===== src/core/smon_map.svh =====
/*
  register offsets, configuration field positions and reset values of the
  monitor's two-wire slave interface.
  assumes it is included by bare name from design files that need them.
*/
`ifndef SMON_MAP_SVH
`define SMON_MAP_SVH

// ==========================================================
// register offsets (command byte values)
`define SMON_REG_TEMP 8'h27
`define SMON_REG_CFG 8'h40
`define SMON_REG_SADDR 8'h41

// ==========================================================
// bus constants
`define SMON_ARA_ADDR 7'h0c
`define SMON_BIT_ACK 4'h8
`define SMON_BIT_END 4'h9

// ==========================================================
// configuration fields
`define SMON_CFG_START 0
`define SMON_CFG_ALERT_EN 1
`define SMON_CFG_ALERT_CLR 3
`define SMON_CFG_LINE50 4
`define SMON_CFG_OSR_LOW 5
`define SMON_CFG_SOFT_RST 7
`define SMON_CFG_RESET 8'h00
`define SMON_CFG_WMASK 8'h3b

`endif


===== src/core/smon_pkg.sv =====
/*
  types shared by the monitor's two-wire slave interface.
  assumes nothing beyond a SystemVerilog compiler.
*/
package smon_pkg;

  // ==========================================================
  // transfer phases, one-hot
  typedef enum logic [4:0]
  {
    SMON_ST_IDLE = 5'h01,
    SMON_ST_ADDR = 5'h02,
    SMON_ST_CMD = 5'h04,
    SMON_ST_WDAT = 5'h08,
    SMON_ST_RDAT = 5'h10
  } smon_state_e;

  // ==========================================================
  // whole state of the slave
  typedef struct packed
  {
    smon_state_e st;
    logic scl;
    logic sda;
    logic [3:0] bitcnt;
    logic [7:0] shreg;
    logic rnw;
    logic ara;
    logic nack;
    logic idx;
    logic oe;
    logic [6:0] own;
    logic [7:0] cmd;
    logic [7:0] cfg;
    logic [6:0] ovr;
    logic ovr_v;
    logic [7:0] temp_lo;
    logic soft_rst;
  } smon_state_s;

endpackage


===== src/core/smon_addr_sel.sv =====
/*
  slave address selection: strap decode with software override.
  assumes strap_code is the already sensed state of the address strap pin.
*/
`timescale 1ns/1ps
module smon_addr_sel import smon_pkg::*;
#(
  parameter logic [6:0] ADDR_GND = 7'h18,
  parameter logic [6:0] ADDR_SDA = 7'h19,
  parameter logic [6:0] ADDR_SCL = 7'h1a,
  parameter logic [6:0] ADDR_VCC = 7'h1b
)
(
  // strap and override
  input wire logic [1:0] strap_code,
  input wire logic [6:0] ovr_addr,
  input wire logic ovr_valid,
  // result
  output logic [6:0] eff_addr
);

  // ==========================================================
  // strap decode: 0 gnd, 1 data line, 2 clock line, 3 supply
  function automatic logic [6:0] strap_decode(input logic [1:0] code);
    logic [6:0] a;
    a = ADDR_GND;
    case (code)
      2'h0: a = ADDR_GND;
      2'h1: a = ADDR_SDA;
      2'h2: a = ADDR_SCL;
      2'h3: a = ADDR_VCC;
      default: a = ADDR_GND;
    endcase
    return a;
  endfunction

  assign eff_addr = ovr_valid ? ovr_addr : strap_decode(strap_code);

endmodule


===== src/core/smon_slave.sv =====
/*
  two-wire (SMBus compatible) slave of the temperature and supply monitor:
  byte protocols, address strapping and override, alert response,
  configuration register and temperature readout formats.
  assumes scl_in/sda_in/irq_pending/temp_data are synchronous to core_clk,
  which runs much faster than the bus clock; the pad resolves open drain.
*/
`timescale 1ns/1ps
`include "smon_map.svh"
module smon_slave import smon_pkg::*;
#(
  parameter logic [6:0] ADDR_GND = 7'h18,
  parameter logic [6:0] ADDR_SDA = 7'h19,
  parameter logic [6:0] ADDR_SCL = 7'h1a,
  parameter logic [6:0] ADDR_VCC = 7'h1b
)
(
  // clock and reset
  input wire logic core_clk,
  input wire logic reset,
  // two-wire bus
  input wire logic scl_in,
  input wire logic sda_in,
  output logic sda_out,
  output logic sda_oe,
  // alert line, open drain
  output logic alert_out,
  output logic alert_oe,
  // strap and monitor core
  input wire logic [1:0] strap_code,
  input wire logic [10:0] temp_data,
  input wire logic irq_pending,
  output logic monitor_run,
  output logic line_50hz,
  output logic osr_low,
  output logic soft_reset_pulse
);

  // ==========================================================
  // state
  smon_state_s q;
  smon_state_s d;
  logic [6:0] eff_addr;
  logic alert_act;
  logic rise;
  logic fall;
  logic start;
  logic stop;
  logic [7:0] tx_byte;

  smon_addr_sel #(
    .ADDR_GND(ADDR_GND),
    .ADDR_SDA(ADDR_SDA),
    .ADDR_SCL(ADDR_SCL),
    .ADDR_VCC(ADDR_VCC)
  ) smon_addr_sel_i (
    .strap_code(strap_code),
    .ovr_addr(q.ovr),
    .ovr_valid(q.ovr_v),
    .eff_addr(eff_addr)
  );

  // ==========================================================
  // helpers
  function automatic logic [7:0] temp_low(input logic [10:0] t, input logic nine);
    logic [7:0] b;
    b = {t[2:0], 5'h00};
    if (nine)
      b = {t[2], 7'h00};
    return b;
  endfunction

  function automatic logic [7:0] reg_read(input logic [7:0] c, input smon_state_s s,
                                          input logic [10:0] t);
    logic [7:0] r;
    r = 8'h00;
    case (c)
      `SMON_REG_TEMP: r = t[10:3];
      `SMON_REG_CFG: r = s.cfg;
      `SMON_REG_SADDR: r = {1'b0, s.own};
      default: r = 8'h00;
    endcase
    return r;
  endfunction

  // ==========================================================
  // outputs
  // alert gated by enable and clear bits; status itself lives outside
  // an alert answer never feeds this gate, so answering cannot clear it
  assign alert_act = irq_pending & q.cfg[`SMON_CFG_ALERT_EN]
                     & ~q.cfg[`SMON_CFG_ALERT_CLR];
  assign alert_oe = alert_act;
  assign alert_out = 1'b0;
  assign sda_out = 1'b0;
  assign sda_oe = q.oe;
  assign monitor_run = q.cfg[`SMON_CFG_START] & ~q.cfg[`SMON_CFG_ALERT_CLR];
  assign line_50hz = q.cfg[`SMON_CFG_LINE50];
  assign osr_low = q.cfg[`SMON_CFG_OSR_LOW];
  assign soft_reset_pulse = q.soft_rst;

  assign rise = scl_in & ~q.scl;
  assign fall = ~scl_in & q.scl;
  assign start = q.scl & scl_in & q.sda & ~sda_in;
  assign stop = q.scl & scl_in & ~q.sda & sda_in;

  // first byte: own address for an alert answer, else the indexed register
  assign tx_byte = q.idx ? ((q.cmd == `SMON_REG_TEMP) ? q.temp_lo : 8'h00)
                 : (q.ara ? {q.own, 1'b0} : reg_read(q.cmd, q, temp_data));

  // ==========================================================
  // next state
  always_comb
  begin
    d = q;
    d.soft_rst = 1'b0;
    d.scl = scl_in;
    d.sda = sda_in;
    if (start)
    begin
      d.st = SMON_ST_ADDR;
      d.bitcnt = 4'h0;
      d.own = eff_addr;
      d.oe = 1'b0;
      d.ara = 1'b0;
      d.idx = 1'b0;
    end
    else if (stop)
    begin
      d.st = SMON_ST_IDLE;
      d.oe = 1'b0;
    end
    else
    begin
      case (q.st)
        SMON_ST_IDLE:
        begin
          d.oe = 1'b0;
        end
        SMON_ST_ADDR, SMON_ST_CMD, SMON_ST_WDAT:
        begin
          if (rise && q.bitcnt < `SMON_BIT_ACK)
          begin
            d.shreg = {q.shreg[6:0], sda_in};
            d.bitcnt = q.bitcnt + 4'h1;
          end
          else if (rise && q.bitcnt == `SMON_BIT_ACK)
            d.bitcnt = `SMON_BIT_END;
          if (fall && q.bitcnt == `SMON_BIT_ACK)
          begin
            d.oe = 1'b1;
            case (q.st)
              SMON_ST_ADDR:
              begin
                d.rnw = q.shreg[0];
                if (q.shreg[7:1] == q.own)
                  d.ara = 1'b0;
                else if (q.shreg[7:1] == `SMON_ARA_ADDR && q.shreg[0] && alert_act)
                  d.ara = 1'b1;
                else
                begin
                  d.oe = 1'b0;
                  d.st = SMON_ST_IDLE;
                end
              end
              SMON_ST_CMD:
                d.cmd = q.shreg;
              default:
              begin
                if (q.cmd == `SMON_REG_CFG)
                begin
                  if (q.shreg[`SMON_CFG_SOFT_RST])
                  begin
                    d.cfg = `SMON_CFG_RESET;
                    d.soft_rst = 1'b1;
                  end
                  else
                    d.cfg = q.shreg & `SMON_CFG_WMASK;
                end
                else if (q.cmd == `SMON_REG_SADDR)
                begin
                  d.ovr = q.shreg[6:0];
                  d.ovr_v = 1'b1;
                end
              end
            endcase
          end
          if (fall && q.bitcnt == `SMON_BIT_END)
          begin
            d.bitcnt = 4'h0;
            d.oe = 1'b0;
            if (q.st == SMON_ST_ADDR && q.rnw)
            begin
              d.st = SMON_ST_RDAT;
              d.shreg = tx_byte;
              d.oe = ~tx_byte[7];
              d.idx = 1'b1;
              d.temp_lo = temp_low(temp_data, q.cfg[`SMON_CFG_OSR_LOW]);
            end
            else if (q.st == SMON_ST_ADDR)
              d.st = SMON_ST_CMD;
            else
              d.st = SMON_ST_WDAT;
          end
        end
        SMON_ST_RDAT:
        begin
          if (rise && q.bitcnt < `SMON_BIT_ACK)
          begin
            if (q.ara && !q.oe && !sda_in)
            begin
              // lost to a lower address: drop off, alert untouched
              d.st = SMON_ST_IDLE;
              d.oe = 1'b0;
            end
            else
            begin
              d.shreg = {q.shreg[6:0], 1'b1};
              d.bitcnt = q.bitcnt + 4'h1;
            end
          end
          else if (rise && q.bitcnt == `SMON_BIT_ACK)
          begin
            d.nack = sda_in;
            d.bitcnt = `SMON_BIT_END;
          end
          if (fall && q.bitcnt != 4'h0 && q.bitcnt < `SMON_BIT_ACK)
            d.oe = ~q.shreg[7];
          else if (fall && q.bitcnt == `SMON_BIT_ACK)
            d.oe = 1'b0;
          else if (fall && q.bitcnt == `SMON_BIT_END)
          begin
            d.bitcnt = 4'h0;
            if (q.nack)
            begin
              d.st = SMON_ST_IDLE;
              d.oe = 1'b0;
            end
            else
            begin
              d.shreg = tx_byte;
              d.oe = ~tx_byte[7];
            end
          end
        end
        default:
        begin
          d.st = SMON_ST_IDLE;
          d.oe = 1'b0;
        end
      endcase
    end
  end

  // ==========================================================
  // registers
  always_ff @(posedge core_clk or posedge reset)
  begin
    if (reset)
    begin
      q <= '{st: SMON_ST_IDLE, scl: 1'b1, sda: 1'b1, bitcnt: 4'h0, shreg: 8'h00,
             rnw: 1'b0, ara: 1'b0, nack: 1'b0, idx: 1'b0, oe: 1'b0, own: 7'h00,
             cmd: 8'h00, cfg: `SMON_CFG_RESET, ovr: 7'h00, ovr_v: 1'b0,
             temp_lo: 8'h00, soft_rst: 1'b0};
    end
    else
      q <= d;
  end
endmodule


===== config.mk =====
export PLATFORM = sky130hd
export DESIGN_NAME = smon_slave
export DESIGN_NICKNAME = d
export VERILOG_FILES = /design/src/core/smon_pkg.sv /design/src/core/smon_addr_sel.sv /design/src/core/smon_slave.sv
export VERILOG_INCLUDE_DIRS = /design/src /design/src/core
export SDC_FILE = /design/constraint.sdc
export NUM_CORES = 1
export LEC_CHECK = 0
export BUFFER_PORTS_ARGS = -buffer_cell sky130_fd_sc_hd__buf_2
export CAP_MARGIN = 20
export CORE_ASPECT_RATIO = 0.5
export CORE_MARGIN = 2
export CORE_UTILIZATION = 40
export CTS_CLUSTER_SIZE = 40
export DETAILED_ROUTE_END_ITERATION = 12
export GPL_ROUTABILITY_DRIVEN = 0
export PLACE_DENSITY = 0.68
export REMOVE_ABC_BUFFERS = 1
export SYNTH_ARGS = -nofsm -noshare
export SYNTH_HDL_FRONTEND = slang
export SYNTH_SLANG_ARGS = --single-unit

===== constraint.sdc =====
create_clock -name core_clk -period 2.34 [get_ports core_clk]
set_input_delay 0.234 -clock core_clk [delete_from_list [all_inputs] [get_ports core_clk]]
set_output_delay 0.234 -clock core_clk [all_outputs]
set_load 0.05 [all_outputs]

==> flow_summary.toml <==
[floorplan]
fp.dieW_um = 138
num_rows = 24
initial_core_util_pct = 41.3
io_pins = 26
core_sq_mm = 0.00874
die-area_sq_mm = 0.00984
fp.dieH_um = 71.1

[routing]
drt_iter0_markers = 355
drtAntennaViolNets = 0
routed_wl_mm = 10.0
drcViolationCount = 0
first_pass_iters = 6
via_per_inst = 6.02
detail_route.wl_per_cell_um = 18.8
vias = 3198

[layout]
postLayoutCellArea_sq_mm = 0.00406
fin_cells = 531
area_growth_pct = 12.6
nets = 434
antenna_cells = 0
drive_above_1_share_pct = 23.4

[placed_design]
postPlaceCellArea_sq_mm = 0.00390
numPortBuffers = 23
post-place-cells = 522
post-dp-hpwl_mm = 7.49

[grt]
grt_util_all_layers_pct = 21.0
grt_max_degree = 24
grt_pass1_wl_mm = 16.1
grt_antenna_before_repair = 0
grt.overflow.total = 0
grt_pass1_vias = 2969

[timing]
finalMaxSlewViolations = 0
max_freq_mhz = 462
rsz0062_at_grt = "no"
skew_ns = 0.00702
period_share_pct = 92.5
tns_ns = 0
min_period_ns = 2.17
final_hold_viol_count = 0
maxSlewHeadroom_pct = 44.5
tightest_slew_ns = 0.820
report.final.setup_viol = 0

[worst_setup_path]
r2r_setup_slack_ns = 0.17
critPathRequiredTime_ns = 2.53
crit_arrival_ns = 2.35
crit_path_start_kind = "register"
reg2regPathDepth = 7
crit_path_end_kind = "register"
r2r-end = "q[17]"
cp_max_fo = 6
reg2reg_from = "q[53]"
worstSetupPathType = "register to register"

[power_and_ir_drop]
max-vdd-ir-drop_uv = 315
power_mw = 2.18
p_leak_nw = 1.80
p_per_area_mw_per_mm2 = 537

[cts]
cts_tree = "done"
clkTransAtPathRegs_ns = 0.07
post_cts_buffers = 0
clock-root-buffer = "clkbuf_16"
cts_max_level = 2
clock_latency_ns = 0.30
postCtsHoldBufs = 1
cts_resized = 0
cts_made_buffers = 5
cts.sinks = 56
cts_buffer_depth = 2

[logic_synthesis]
synth_area_per_cell_sq_um = 9.34
synth_top_area_share_pct = 36.8
postSynth.asyncResetShare_pct = 100
synthCells = 386
synth_top_cell_by_area = "dfrtp_1"
syn_area_sq_mm = 0.00361
synth-edff-count = 0
yosys_register_bits = 56
synthTopCellsByArea = "dfrtp_1, mux2_2, nand2_1"
dominantRegCellSynth = "dfrtp_1"
yosysSeqAreaShare_pct = 39.0
synth_cell_types = 80
yosys_warnings = 0

[hold_path]
min_from = "sda_in"
hold_end = "q[57]"
min_path_type = "input pin to register"
holdPathStages = 1

[job]
cap_violations = 0

[outcome]
run_status = "complete, no violations"
## cell type report
type                    instances  area, sq um
fillers                       833         4680
clock inverters                 3         22.5
inverters                      19         71.3
repair buffers                 49          313
clock buffers                   5          125
flip-flops and latches         56         1410
well taps                     117          146
multi-input cells             282         1980
## worst max-delay path, cell delays in order, from the launching register on
cell and delay, ns:
dfrtp_1 0.44, inv_1 0.08, ha_1 0.16, nand3b_1 0.12
nor4b_2 0.30, and3_4 0.26, and3b_1 0.36, mux2_4 0.33
## cell usage in the layout, fill, tap and decap left out, types with 6 or more instances in the layout
cell type and instances:
a211oi_1 6, a21oi_1 6, a31oi_1 9, buf_2 23, buf_4 25, dfrtp_1 53
inv_1 18, mux2_2 15, mux2i_1 9, nand2_1 45, nand3_1 18, nor2_1 21
nor2b_1 8, o211ai_1 8, o21ai_0 19, xor2_1 7
## registers in the layout, summed over array words and instances (netlist names)
name and cells:
soft_reset_pulse 1, line_50hz 1, sda_oe 1, q 52
osr_low 1
## per-stage QoR
| step | util (%) | hold WS (ns) | worst slack [ns] |
|---|---|---|---|
| after floorplan | - | 0.238 | 0.179 |
| after global placement | 44.7 | 0.216 | 0.222 |
| after detailed placement | 44.7 | 0.218 | 0.177 |
| after CTS | 46.5 | 0.128 | 0.164 |
| after global routing | 46.5 | 0.136 | 0.0390 |
| final | 46.5 | 0.130 | 0.174 |
## worst max path at each step
stage	endpoint	cells after the start	from
2_1_floorplan	q[48]	5	q[60]
3_5_place_dp	q[17]	7	q[53]
6_report	q[17]	7	q[53]
5_1_grt	q[17]	7	q[53]
4_1_cts	q[17]	7	q[53]
3_3_place_gp	line_50hz	7	q[53]
## where the power goes
| group | leakage [nW] | switching, mW | internal [mW] | total, mW |
|---|---|---|---|---|
| clock | 0.0742 | 0.372 | 0.402 | 0.774 |
| sequential | 0.734 | 0.0740 | 1.01 | 1.09 |
| combinational | 0.994 | 0.191 | 0.128 | 0.319 |
| total | 1.80 | 0.637 | 1.54 | 2.18 |
## cells by family after synthesis
family	count (synthesis)	synth area share (%)
multiplexers	29	9.26
buffers and inverters	49	6.28
AND/OR/NAND/NOR	146	22.6
adder cells (fa/ha/maj)	3	1.04
AO/OA/AOI/OAI	92	19.1
XOR/XNOR	10	2.64
flip-flops	56	39.0
other	1	0.104
## synth_stat cells, types with 3 or more instances
library cell and instances:
mux2_4 5, ha_1 3, o32a_1 3, a211oi_1 6, and2_1 3, o211ai_1 8
nor2b_1 8, xor2_1 7, dfrtp_1 53, nand2_1 45, clkbuf_1 17, mux2_2 15
nor3b_1 4, o21ai_0 19, buf_4 3, dfstp_2 3, mux2i_1 9, a31oi_1 9
o31ai_1 4, o32ai_1 3, nand2b_1 5, a22oi_1 4, a21oi_1 6, nand4_1 4
and3_1 3, nand3_1 18, inv_1 19, buf_6 3, nor3_1 5, buf_2 5
or3_1 3, nor2_1 21
## metal layers
metal | part of all wire (%) | vias up | track usage (%)
li1 | - | 1467 | -
met1 | 47 | 1565 | 29.4
met2 | 43 | 136 | 32.8
met3 | 7.6 | 30 | 4.94
met4 | 2.4 | 0 | 6.01
met5 | 0 | - | 0
Note: power is estimated with default switching activity, not from simulation.
